## config.mk

```make
export PLATFORM = sky130hd
export DESIGN_NAME = hbr_read_port
export DESIGN_NICKNAME = d
export VERILOG_FILES = /design/src/pkg/hbr_pkg.sv /design/src/pkg/hbr_pop_if.sv /design/src/hbr_decode.sv /design/src/hbr_read_port.sv
export SDC_FILE = /design/constraint.sdc
export NUM_CORES = 1
export LEC_CHECK = 0
export ABC_AREA = 1
export BUFFER_PORTS_ARGS = -buffer_cell sky130_fd_sc_hd__buf_2
export CORE_MARGIN = 5
export CORE_UTILIZATION = 29
export DETAILED_ROUTE_END_ITERATION = 6
export HOLD_SLACK_MARGIN = 0.06
export PLACE_DENSITY = 0.48
export RECOVER_POWER = 50
export SLEW_MARGIN = 20
export SYNTH_ARGS = -nofsm -noshare
export SYNTH_HDL_FRONTEND = slang
export SYNTH_HIERARCHICAL = 1
export SYNTH_SLANG_ARGS = --single-unit
```

## constraint.sdc

```tcl
create_clock -name mclk -period 2 [get_ports mclk]
set_input_delay 0.2 -clock mclk [delete_from_list [all_inputs] [get_ports mclk]]
set_output_delay 0.2 -clock mclk [all_outputs]
set_load 0.01 [all_outputs]
```

## src/pkg/hbr_pkg.sv

```systemverilog
// Functional notes
// - single read spans both strobes low; one strobe high between cycles.
// - single reads reach control registers, receive data and both status queues.
// - ordinary burst carries at most 16 word reads per strobe assertion.
// - each burst word after the first follows an a1 toggle; device presents fresh data.
// - burst ends when either strobe rises; recovery gap follows.
// - window select high ignores all address bits and returns receive data.
// - window single reads use the same cycle protocol as plain reads.
// - window bursts allow any number of word reads from receive data.
package hbr_pkg;
	localparam int addr_w = 9;
	localparam int data_w = 16;
	localparam int burst_max = 16;
	localparam int bcnt_w = 5;
	// word offsets (address bits a[9:1]) of the readable resources
	localparam logic [8:0] off_rx_data = 9'h000;
	localparam logic [8:0] off_rx_data_last = 9'h00f;
	localparam logic [8:0] off_rx_stat = 9'h020;
	localparam logic [8:0] off_tx_stat = 9'h024;
	localparam logic [8:0] off_csr_base = 9'h028;
	// identity probe word, arbitrary value
	localparam logic [15:0] probe_value = 16'h4321;
	localparam logic [15:0] reset_data = 16'h0000;
	localparam logic [4:0] reset_count = 5'h00;
	typedef enum logic [2:0] {
		hbr_src_none_t_v,
		hbr_src_rx_data,
		hbr_src_rx_stat,
		hbr_src_tx_stat,
		hbr_src_csr
	} hbr_src_t;
endpackage

```

## src/pkg/hbr_pop_if.sv

```systemverilog
`timescale 1ns/1ns
interface hbr_pop_if;
	logic pop;
	hbr_pkg::hbr_src_t src;
	logic [8:0] csr_addr;
	modport dec (output pop, output src, output csr_addr);
	modport tap (input pop, input src, input csr_addr);
endinterface

```

## src/hbr_decode.sv

```systemverilog
`timescale 1ns/1ns
module hbr_decode (
	input wire logic [8:0] addr,
	input wire logic window_sel,
	input wire logic take,
	hbr_pop_if.dec pop_bus
);
	// ----------------------------------------
	// address decode
	// ----------------------------------------
	always_comb begin
		pop_bus.pop = take;
		pop_bus.csr_addr = addr;
		if (window_sel) begin
			pop_bus.src = hbr_pkg::hbr_src_rx_data;
		end else if (addr <= hbr_pkg::off_rx_data_last) begin
			pop_bus.src = hbr_pkg::hbr_src_rx_data;
		end else if (addr == hbr_pkg::off_rx_stat) begin
			pop_bus.src = hbr_pkg::hbr_src_rx_stat;
		end else if (addr == hbr_pkg::off_tx_stat) begin
			pop_bus.src = hbr_pkg::hbr_src_tx_stat;
		end else if (addr >= hbr_pkg::off_csr_base) begin
			pop_bus.src = hbr_pkg::hbr_src_csr;
		end else begin
			pop_bus.src = hbr_pkg::hbr_src_none_t_v;
		end
	end
endmodule

```

## src/hbr_read_port.sv

```systemverilog
`timescale 1ns/1ns
module hbr_read_port (
	input wire logic mclk,
	input wire logic sys_rst,
	input wire logic chip_select_low,
	input wire logic read_strobe_low,
	input wire logic [9:1] addr,
	input wire logic endian_sel,
	input wire logic window_sel,
	output logic [15:0] data_out,
	output logic data_oe,
	input wire logic [15:0] rx_data_word,
	input wire logic rx_data_valid,
	output logic rx_data_pop,
	input wire logic [15:0] rx_stat_word,
	output logic rx_stat_pop,
	input wire logic [15:0] tx_stat_word,
	output logic tx_stat_pop,
	output logic [8:0] csr_addr,
	output logic csr_rd,
	input wire logic [15:0] csr_word,
	output logic burst_overrun
);
	// ----------------------------------------
	// cycle framing
	// ----------------------------------------
	logic active;
	logic active_d;
	logic a1_d;
	logic window_hold;
	logic [4:0] word_count;
	logic start;
	logic step;
	logic take;
	logic [15:0] next_word;
	logic [15:0] csr_view;
	hbr_pop_if pop_bus ();

	assign active = ~chip_select_low & ~read_strobe_low;
	assign start = active & ~active_d;
	// each a1 toggle is a new word
	assign step = active & active_d & (addr[1] != a1_d);
	// words past the limit are not popped
	assign take = start | (step & (window_hold | (word_count < 5'(hbr_pkg::burst_max))));

	hbr_decode u_dec (
		.addr(addr),
		.window_sel(window_sel),
		.take(take),
		.pop_bus(pop_bus.dec)
	);

	always_ff @(posedge mclk) begin
		if (sys_rst) begin
			active_d <= 1'b0;
			a1_d <= 1'b0;
		end else begin
			active_d <= active;
			a1_d <= addr[1];
		end
	end

	// window mode latched like an address
	// latched once per cycle so a late select edge cannot change the burst limit
	always_ff @(posedge mclk) begin
		if (sys_rst) begin
			window_hold <= 1'b0;
		end else if (start) begin
			window_hold <= window_sel;
		end
	end

	always_ff @(posedge mclk) begin
		if (sys_rst) begin
			word_count <= hbr_pkg::reset_count;
			burst_overrun <= 1'b0;
		end else if (start) begin
			word_count <= 5'h01;
			burst_overrun <= 1'b0;
		// a refused word leaves data_out alone, the host reads a repeat
		end else if (step) begin
			if (window_hold) begin
				word_count <= word_count;
			end else if (word_count < 5'(hbr_pkg::burst_max)) begin
				word_count <= word_count + 5'h01;
			end else begin
				burst_overrun <= 1'b1;
			end
		end
	end

	// ----------------------------------------
	// data path
	// ----------------------------------------
	always_comb begin
		unique case (pop_bus.src)
			hbr_pkg::hbr_src_rx_data: next_word = rx_data_valid ? rx_data_word : hbr_pkg::reset_data;
			hbr_pkg::hbr_src_rx_stat: next_word = rx_stat_word;
			hbr_pkg::hbr_src_tx_stat: next_word = tx_stat_word;
			hbr_pkg::hbr_src_csr: next_word = csr_word;
			default: next_word = hbr_pkg::probe_value;
		endcase
		// byte swap applies a big endian view
		if (endian_sel) begin
			next_word = {next_word[7:0], next_word[15:8]};
		end
	end

	always_ff @(posedge mclk) begin
		if (sys_rst) begin
			data_out <= hbr_pkg::reset_data;
			rx_data_pop <= 1'b0;
			rx_stat_pop <= 1'b0;
			tx_stat_pop <= 1'b0;
			csr_rd <= 1'b0;
			csr_addr <= 9'h000;
		end else begin
			if (pop_bus.pop && (pop_bus.src != hbr_pkg::hbr_src_csr)) begin
				data_out <= next_word;
			// csr word lands one edge after its request
			end else if (csr_rd) begin
				data_out <= csr_view;
			end
			rx_data_pop <= pop_bus.pop & (pop_bus.src == hbr_pkg::hbr_src_rx_data) & rx_data_valid;
			rx_stat_pop <= pop_bus.pop & (pop_bus.src == hbr_pkg::hbr_src_rx_stat);
			tx_stat_pop <= pop_bus.pop & (pop_bus.src == hbr_pkg::hbr_src_tx_stat);
			csr_rd <= pop_bus.pop & (pop_bus.src == hbr_pkg::hbr_src_csr);
			csr_addr <= pop_bus.csr_addr;
		end
	end

	assign data_oe = active & active_d;

	// the csr file answers the registered address, a cycle behind the strobe
	assign csr_view = endian_sel ? {csr_word[7:0], csr_word[15:8]} : csr_word;
endmodule

```

==> Word level (Yosys, flattened, before mapping) <==
Cells that the tools add are included.
{ "classes": {"n_mux": 15, "eq_ne": 9, "reduce_logical": 8, "n_lt_le_gt_ge": 3, "n_addsub": 1, "bitwise_logic": 17} }
{ "op_table": {"columns": ["operator", "n"], "rows": [
  ["two-way mux 16 bit", 5],
  ["case mux 16 bit (4 select lines)", 1],
  ["equality test 9 x 6 -> 1 bit (second input constant)", 2],
  ["two-way mux 3 bit", 5],
  ["AND 1 bit", 10],
  [">= comparator 9 x 6 -> 1 bit (second input constant)", 1],
  ["less-or-equal comparator 9 x 4 -> 1 bit (second input constant)", 1],
  ["AND reduction 3 bit", 3],
  ["equality test 3 x 2 -> 1 bit (second input constant)", 2],
  ["nonzero test 2 bit", 3],
  ["adder 5 x 1 -> 5 bit (second input constant)", 1],
  ["less-than comparator 5 bit (second input constant)", 1],
  ["NOT 1 bit", 5],
  ["two-way mux 1 bit", 4],
  ["equality test 3 x 1 -> 1 bit (second input constant)", 1],
  ["equality test 3 bit (second input constant)", 1],
  ["!= test 3 bit (second input constant)", 1],
  ["!= test 2 x 1 -> 1 bit (second input constant)", 1],
  ["OR 1 bit", 2],
  ["OR reduction 2 bit", 1],
  ["logical AND 1 bit", 1],
  ["!= test 1 bit", 1]
]} }
{ "word_totals": {"input_bits": 80, "word_cells": 65, "output_inout_bits": 31, "reg_bits": 38} }

==> Logic depth before layout (Yosys ltp) <==
Gate-level depths: netlist of the first run.
{ "logic_depth": {"word_depth": 10, "depth_mapped": 14, "mapped_depth_nobuf": 13} }

==> Cells and area by module <==
Netlist of the first run, hierarchy kept.
{ "modules_own_cells": {"columns": ["module", "area_per_inst_um2", "cells_each", "seq_area_each_um2", "n_inst"], "rows": [
  ["hbr_read_port", 2648.8, 440, 760.7, 1],
  ["hbr_decode", 183.9, 35, 0.0, 1]
]} }

==> Worst setup path before layout of the first run <==
OpenSTA, ideal clock, no wires.
{ "synth_path": {"kind": "register to register", "from": "register active_d", "to": "register data_out[11]", "path_slack_ns": 0.359, "path_stages_with_launch": 12, "path_buffers": 2, "setup_ns": 0.119, "t_arrival_ns": 1.521, "synth_period_minus_slack_ns": 1.641, "required_ns": 1.881, "cell_sequence": "dfxtp_1 -> inv_1 -> nor2_1 -> nand2_1 -> o21ai_0 -> buf_4 -> nand2_4 -> inv_4 -> nor2_8 -> buf_4 -> nor2_1 -> a21oi_1"} }
{ "synth_between": {"elab_chain_len": 6, "elab_cells_between_ends": 9, "classes_between": "mux: 1; bitwise: 6; reduce/logical: 2"} }
{ "synth_rtl": {"columns": ["element", "line", "source"], "rows": [
  ["from (decl)", "hbr_read_port.sv:28", "logic active_d;"],
  ["from (signal assigned)", "hbr_read_port.sv:58", "active_d <= active;"],
  ["AND 1 bit (*)", null, null],
  ["named net data_oe", "hbr_read_port.sv:11", "output logic data_oe,"],
  ["AND 1 bit (*)", "hbr_read_port.sv:42", "assign step = active & active_d & (addr[1] != a1_d);"],
  ["AND 1 bit (*)", "hbr_read_port.sv:44", "assign take = start | (step & (window_hold | (word_count < 5'(hbr_pkg::burst_max))));"],
  ["OR 1 bit (*)", "hbr_read_port.sv:44", null],
  ["named net take", "hbr_read_port.sv:34", "logic take;"],
  ["logical AND 1 bit (*)", "hbr_read_port.sv:118", "if (pop_bus.pop && (pop_bus.src != hbr_pkg::hbr_src_csr)) begin"],
  ["two-way mux 16 bit / nonzero test 2 bit (equally long branches)", null, null],
  ["to (signal assigned)", "hbr_read_port.sv:111", "data_out <= hbr_pkg::reset_data;"],
  ["to (signal assigned)", "hbr_read_port.sv:119", "data_out <= next_word;"],
  ["to (signal assigned)", "hbr_read_port.sv:122", "data_out <= csr_view;"],
  ["to (decl)", "hbr_read_port.sv:10", "output logic [15:0] data_out,"]
]} }
The timed path passes the listed nets; every way through them passes the cells marked *.
A chain may end at the register's enable or synchronous reset.

==> Final worst setup path of the first run <==
{ "layout_path": {"from": "input port addr[5] (netlist name)", "to": "register data_out[2]"} }
{ "layout_between": {"elab_chain_len": 10, "elab_cells_between_ends": 19, "classes_between": "order compare: 2; eq/ne: 7; mux: 8; reduce/logical: 2"} }
{ "layout_rtl": {"columns": ["element", "line", "source"], "rows": [
  ["from (decl)", "hbr_read_port.sv:7", "input wire logic [9:1] addr,"],
  [">= comparator 9 x 6 -> 1 bit", "hbr_decode.sv:22", "end else if (addr >= hbr_pkg::off_csr_base) begin"],
  ["two-way mux 3 bit", "hbr_decode.sv:22", null],
  ["two-way mux 3 bit", "hbr_decode.sv:20", "end else if (addr == hbr_pkg::off_tx_stat) begin"],
  ["two-way mux 3 bit", "hbr_decode.sv:18", "end else if (addr == hbr_pkg::off_rx_stat) begin"],
  ["two-way mux 3 bit (*)", "hbr_decode.sv:16", "end else if (addr <= hbr_pkg::off_rx_data_last) begin"],
  ["two-way mux 3 bit (*)", "hbr_decode.sv:14", "if (window_sel) begin"],
  ["named net pop_bus.src[2]", "hbr_pop_if.sv:4", "hbr_pkg::hbr_src_t src;"],
  ["equality test 3 bit, or another cell as far along", "hbr_read_port.sv:96", "unique case (pop_bus.src)"],
  ["case mux 16 bit (4 select lines)", "hbr_read_port.sv:96", null],
  ["two-way mux 16 bit", "hbr_read_port.sv:104", "if (endian_sel) begin"],
  ["two-way mux 16 bit", "hbr_read_port.sv:118", null]
]} }
Marked as above.

==> impl_metrics.csv, run 1 <==
group,metric,value,unit
worst_setup_path,regToRegStartpoint,"a1_d$_SDFF_PP0_",
cts,post_cts_buffers,0,
die,dieWidth,109,um
cells_and_area,diodes,0,
worst_setup_path,worstSetupEndpointType,"flip-flop",
pwr,ir_drop,0.000394,V
hold_path,hold_path.class,"in2reg",
route,first_pass_iters,5,
placement,post-dp-hpwl,7600,um
sta,setup_viol,0,
worst_setup_path,cp_max_fo,17,
grt,grt_first_pass_wirelength,14700,um
logic_synthesis,synth.distinct_cells,27,
die,placementRows,36,
logic_synthesis,yosysMostFrequentCell,"nand3_1",
route,antenna_left,0,
route,wl_per_cell,13.1,um
cells_and_area,postLayoutCellArea,3540,um^2
hold_path,hold_end,"csr_addr[1]$_SDFF_PP0_",
placement,placed_cell_area,3450,um^2
die,die-height,109,um
die,start_util,29.4,%
cts,tritoncts_num_sinks,38,
grt,grt_usage,15.7,%
pwr,cellPowerDensity,558,nW/um^2
outcome,outcome,"finished clean",
worst_setup_path,critPathLaunchType,"input pin",
logic_synthesis,synth_ff_type,"dfxtp_1",
logic_synthesis,synth.top_cell.area_share,26.9,%
logic_synthesis,synth-edff-count,0,
cts,htree_num_levels,2,
logic_synthesis,yosysSeqAreaShare,26.9,%
worst_setup_path,worst_ep_required_time,2.18,ns
grt,grt_overflow,0,
cts,cts_tree,"yes",
logic_synthesis,syn-instance-count,475,
sta,finClkSkew,0.00816,ns
run,max-cap-violations,0,
cts,cts_root_buf,"clkbuf_8",
cts,clock_tree.buffer_depth,2,
worst_setup_path,reg2reg_setup_slack,0.36,ns
sta,rsz0062_at_grt,"no",
hold_path,whs_path_depth,3,
die,io_pins,111,
pwr,power.leakage,0.00178,uW
cts,cts_resized,0,
cells_and_area,layout-drive-gt1-share,21.5,%
logic_synthesis,synthTopCellsByCount,"nand3_1, nand2_1, nor2_1",
logic_synthesis,synth_area_leaders,"dfxtp_1, nand3_1, nand2_1",
cells_and_area,fin_util,36.7,%
sta,fmax,0.580,GHz
grt,grt_max_degree,33,
worst_setup_path,reg2reg_depth,9,
die,core,9640,um^2
route,wirelength,9230,um
logic_synthesis,ys_warn_count,6,
logic_synthesis,syn-cell-area,2830,um^2
logic_synthesis,ys_ff_latch,38,
placement,io_buffer_count,110,
worst_setup_path,crit_type,"in2reg",
hold_path,worstHoldStart,"addr[2]",
grt,grt_pass1_vias,3231,
cells_and_area,layout.nets,652,
cells_and_area,fillers,1132,
route,drc,0,
worst_setup_path,cp.arrival,1.91,ns
sta,tightest_slew,0.572,ns
cts,cts-buffers-inserted,5,
route,via_count,3249,
die,dieArea,11800,um^2
sta,fin_crit_sh,86.2,%
route,drt_iter0_markers,135,
cts,cts_hold_buffers,0,
sta,slew-limit-headroom,61.8,%
cts,clkLatencyLatePin,0.29,ns
route,routed_via_density,4.61,
placement,gp_congestion,0.922,
sta,hold_viol,0,
cts,cts.clk_slew.worst_paths,0.08,ns
sta,finalCriticalPeriod,1.72,ns
logic_synthesis,avgSynthCellArea,5.96,um^2
grt,antenna_found_initial,0,
logic_synthesis,ys_async_sr_fraction,0,%
cells_and_area,area_delta_synth_final,24.8,%
worst_setup_path,r2r-end,"data_out[0]$_SDFFE_PP0P_",
logic_synthesis,yosys.area.top_type,"dfxtp_1",
sta,drv_slew,0,
logic_synthesis,synth_nets,556,
==> cell families after synthesis <==
logic type | after synthesis | share of synthesized area, %
simple gates | 263 | 42.1
flops | 38 | 26.9
xor+xnor | 1 | 0.309
fa+ha+maj | 1 | 0.442
compound gates | 68 | 12.3
buf+inv | 104 | 18.0
==> report_power, final <==
part / switching (uW) / internal [uW]
sequential: 20.7 / 798
combinational: 295 / 191
clock: 296 / 371
==> worst max path at each step <==
| stage | end | startpoint | cells past startpoint |
|---|---|---|---|
| 2_1_floorplan | data_out[11]$_SDFFE_PP0P_ | active_d$_SDFF_PP0_ | 11 |
| 3_3_place_gp | data_out[14]$_SDFFE_PP0P_ | addr[8] | 14 |
| 3_5_place_dp | data_out[1]$_SDFFE_PP0P_ | addr[5] | 13 |
| 4_1_cts | data_out[1]$_SDFFE_PP0P_ | addr[5] | 13 |
| 5_1_grt | data_out[4]$_SDFFE_PP0P_ | addr[5] | 13 |
| 6_report | data_out[2]$_SDFFE_PP0P_ | addr[5] | 13 |
==> metrics by stage <==
step | setup TNS [ns] | hold WS [ns] | worst slack (ns) | instances | total power, uW
floorplan | 0 | 0.271 | 0.359 | 475 | 1150
global placement | -0.0129 | 0.418 | -0.0129 | 697 | 1330
detailed placement | -0.373 | 0.426 | -0.0572 | 697 | 1330
CTS | 0 | 0.113 | 0.261 | 705 | 2010
global route | 0 | 0.123 | 0.0444 | 705 | 2100
finish | 0 | 0.127 | 0.276 | 705 | 1970
==> per-layer routing <==
layer / track usage (%) / vias to the layer above / wire [um]
met1: 18.0 / 1426 / 3770
met2: 26.8 / 116 / 4290
li1: - / 1691 / -
met4: 6.58 / 0 / 278
met3: 5.21 / 16 / 898
met5: 0 / - / 0
==> state kept, by name, summed over array words and instances, names as in the netlist <==
| signal | count |
|---|---|
| a1_d | 1 |
| tx_stat_pop | 1 |
| csr_rd | 1 |
| word_count | 5 |
| window_hold | 1 |
| active_d | 1 |
| csr_addr | 9 |
| data_out | 16 |
| burst_overrun | 1 |
| rx_stat_pop | 1 |
| rx_data_pop | 1 |
==> cell type report <==
cell class / count / area [um^2] / share of cell area [%]
Sequential cell: 38 / 761 / 21.5
Clock buffer: 5 / 68.8 / 1.95
Inverter: 70 / 268 / 7.57
Timing Repair Buffer: 123 / 657 / 18.6
Clock inverter: 3 / 45.0 / 1.27
Tap cell: 133 / 166 / 4.71
Multi-Input combinational cell: 333 / 1570 / 44.4
==> critical path: stages <==
cell,delay (ns)
buf_2,0.11
inv_1,0.04
nand2_1,0.05
a21oi_1,0.07
nor2_2,0.32
buf_4,0.29
nand2_4,0.09
nand2_4,0.10
inv_4,0.06
nor2_8,0.21
inv_4,0.12
o21ai_0,0.18
a21oi_1,0.06
==> cells in the final DEF (no fill, tap or decap), types with 2 or more instances in the layout <==
master,count
nand2_1,86
o21ai_0,22
nor3_1,3
nor2_8,2
nand4_1,3
o21ai_1,5
inv_1,66
o21a_1,3
clkbuf_8,5
dfxtp_1,38
a21oi_1,38
buf_2,87
nand3_1,92
clkbuf_1,23
nand2_4,3
clkinvlp_4,2
nor2_2,4
nor2_1,67
buf_4,10
inv_4,2
buf_12,3
Note: power is estimated with default switching activity, not from simulation.
==> inputs of run 2 (changes only) <==
- ABC_AREA: 1 -> not set
- PLACE_DENSITY: 0.48 -> 0.5
==> run 2 against run 1 <==
Effect of this change:
- cell count decreased by 34%
- critical path depth shrank 8
- total power is 13% lower
- setup slack got worse by 0.10 ns
- utilization increased by 2.1 points
- critical path type is now reg2reg
- largest cell class unchanged
==> impl_metrics.csv, run 2 <==
group,metric,value,unit
run,max-cap-violations,0,
die,io_pins,111,
route,routed_via_density,4.79,
sta,tns,0,ns
cts,cts_root_buf,"clkbuf_8",
logic_synthesis,synth_ff_type,"dfxtp_1",
worst_setup_path,cp.arrival,2.04,ns
worst_setup_path,r2r-end,"data_out[15]$_SDFFE_PP0P_",
logic_synthesis,yosys.area.top_type,"dfxtp_1",
logic_synthesis,synth_xor_area_share,1.49,%
route,drt_iter0_markers,76,
cells_and_area,largest_register_ffs,16,
logic_synthesis,yosysSeqAreaShare,32.4,%
sta,fmax,0.548,GHz
logic_synthesis,ys_async_sr_fraction,0,%
cells_and_area,layout_commonest_cell,"buf_2",
logic_synthesis,synth-simple-area-share,20.5,%
logic_synthesis,yosysMostFrequentCell,"dfxtp_1",
worst_setup_path,reg2reg_depth,5,
cells_and_area,postLayoutCellArea,3030,um^2
logic_synthesis,synth_area_leaders,"dfxtp_1, mux2i_1, nor2b_1",
cells_and_area,area_delta_synth_final,29.0,%
cells_and_area,diodes,0,
cells_and_area,largestRegisters,"data_out (16), csr_addr (9), word_count (5)",
worst_setup_path,critPathLaunchType,"flip-flop",
placement,post-dp-hpwl,5700,um
worst_setup_path,regToRegStartpoint,"active_d$_SDFF_PP0_",
route,first_pass_iters,4,
cts,cts.clk_slew.worst_paths,0.08,ns
cts,cts_tree,"yes",
die,placementRows,32,
sta,finClkSkew,0.00662,ns
logic_synthesis,synthAdderAreaFrac,0.533,%
cells_and_area,final_cell_mix,"buf_2, dfxtp_1, mux2i_1, clkbuf_1",
grt,grt_overflow,0,
sta,tightest_slew,1.14,ns
worst_setup_path,crit_type,"reg2reg",
route,drc,0,
worst_setup_path,worstSetupEndpointType,"flip-flop",
logic_synthesis,ys_warn_count,6,
cells_and_area,layout.nets,444,
grt,grt_pass1_vias,2264,
pwr,power.total,1720,uW
logic_synthesis,synth-edff-count,0,
logic_synthesis,syn-instance-count,261,
pwr,ir_drop,0.000322,V
sta,rsz0062_at_grt,"no",
worst_setup_path,startpoint,"active_d$_SDFF_PP0_",
placement,io_buffer_count,110,
route,via_count,2232,
worst_setup_path,cp_max_fo,8,
grt,grt_usage,14.0,%
cts,cts-buffers-inserted,5,
route,antenna_left,0,
sta,finalCriticalPeriod,1.83,ns
hold_path,hold_path.class,"in2reg",
sta,fin_crit_sh,91.3,%
logic_synthesis,synth.area.mux_share,15.4,%
logic_synthesis,synth_compound_area_share,21.6,%
placement,placed_cell_area,2960,um^2
outcome,outcome,"finished clean",
logic_synthesis,avgSynthCellArea,8.99,um^2
die,start_util,30.1,%
logic_synthesis,synthTopCellsByCount,"dfxtp_1, mux2i_1, a21oi_1, nand2_1, nor2b_1",
die,dieArea,9990,um^2
grt,antenna_found_initial,0,
hold_path,whs_path_depth,2,
cells_and_area,largest_register,"data_out",
sta,slew-limit-headroom,24.1,%
sta,hold_viol,0,
route,wl_per_cell,15.2,um
placement,gp_congestion,0.811,
logic_synthesis,syn-cell-area,2350,um^2
cts,htree_num_levels,2,
logic_synthesis,synth_nets,342,
worst_setup_path,reg2reg_setup_slack,0.17,ns
route,wirelength,7070,um
cts,clock_tree.buffer_depth,2,
grt,grt_first_pass_wirelength,11200,um
cells_and_area,layout-drive-gt1-share,33.5,%
die,die-height,100,um
logic_synthesis,synth.distinct_cells,44,
sta,setup_viol,0,
worst_setup_path,endpoint,"data_out[15]$_SDFFE_PP0P_",
logic_synthesis,synth.top_cell.area_share,32.4,%
grt,grt_max_degree,34,
sta,drv_slew,0,
pwr,cellPowerDensity,568,nW/um^2
pwr,power.leakage,0.00128,uW
die,core,7810,um^2
worst_setup_path,worst_ep_required_time,2.22,ns
cts,clkLatencyLatePin,0.28,ns
die,dieWidth,100,um
logic_synthesis,ys_ff_latch,38,
cts,tritoncts_num_sinks,38,
logic_synthesis,synth_top_family_by_area,"compound AO/OA/AOI/OAI gates",
==> run 2: changes by cell type in the layout (fill, tap and decap cells not counted), sizes merged, moves of 6 or more <==
cell,delta
a21oi,-20
nor2b,+17
mux2i,+36
o2bb2ai,+11
nand3,-92
nor2,-60
inv,-67
o22ai,+8
o21ai,-11
nand2,-71
a22oi,+6
==> run 2: area by class of cell <==
class	count	area, um^2
inverters	2	7.51
clock inverters	1	5.00
fillers	847	4780
well taps	102	128
multi-input cells	194	1420
clock buffers	7	86.3
repair buffers	122	623
flip-flops and latches	38	761
==> run 2: worst min-delay path by stage <==
stage                          from                  end  slack (ns)
finish              chip_select_low  active_d$_SDFF_PP0_        0.12
global placement    chip_select_low  active_d$_SDFF_PP0_        0.42
detailed placement  chip_select_low  active_d$_SDFF_PP0_        0.42
CTS                 read_strobe_low  active_d$_SDFF_PP0_        0.11
global route        read_strobe_low  active_d$_SDFF_PP0_        0.13
floorplan           chip_select_low  active_d$_SDFF_PP0_        0.28
==> run 2: worst max-delay path: stages, from the launching register on <==
cell	delay, ns
dfxtp_1	0.32
or3_1	0.37
o21ai_1	0.21
inv_1	0.15
or3_1	0.53
o22ai_1	0.19
==> run 2: layer usage <==
layer	global-route usage [%]	up-vias	routed length, um
met5	0	-	0
met4	3.15	0	42
met3	3.75	4	516
met2	24.0	75	3480
met1	17.4	995	3030
li1	-	1158	-
==> run 2: stage by stage <==
stage	util (%)	hold slack [ns]	worst slack (ns)	cells
floorplan	-	0.277	0.184	261
global placement	37.9	0.416	0.0255	458
detailed placement	37.9	0.425	0.0249	458
CTS	39.1	0.113	0.157	466
global route	38.8	0.130	0.0953	466
finish	38.8	0.121	0.174	466
==> run 2: cell families after synthesis <==
kind of cell,count (synthesis)
muxes,36
xor gates and xnor gates,4
buffers and inverters,29
DFF,38
AOI/OAI and AO/OA,71
and+or+nand+nor,82
adders and majority gates,1
==> run 2: timing repair <==
| action | CTS | global route |
|---|---|---|
| hold buffers | 0 | 0 |
| resized for setup | 0 | 2 |
| buffers inserted | 0 | 0 |
| setup endpoints to repair | 0 | 5 |
| hold endpoints to repair | 0 | 0 |
==> run 2: report_power, final <==
group	leakage [uW]	internal (uW)	switching [uW]
sequential	0.000310	786	13.9
combinational	0.000921	178	198
clock	0.0000482	278	264
total	0.00128	1240	477
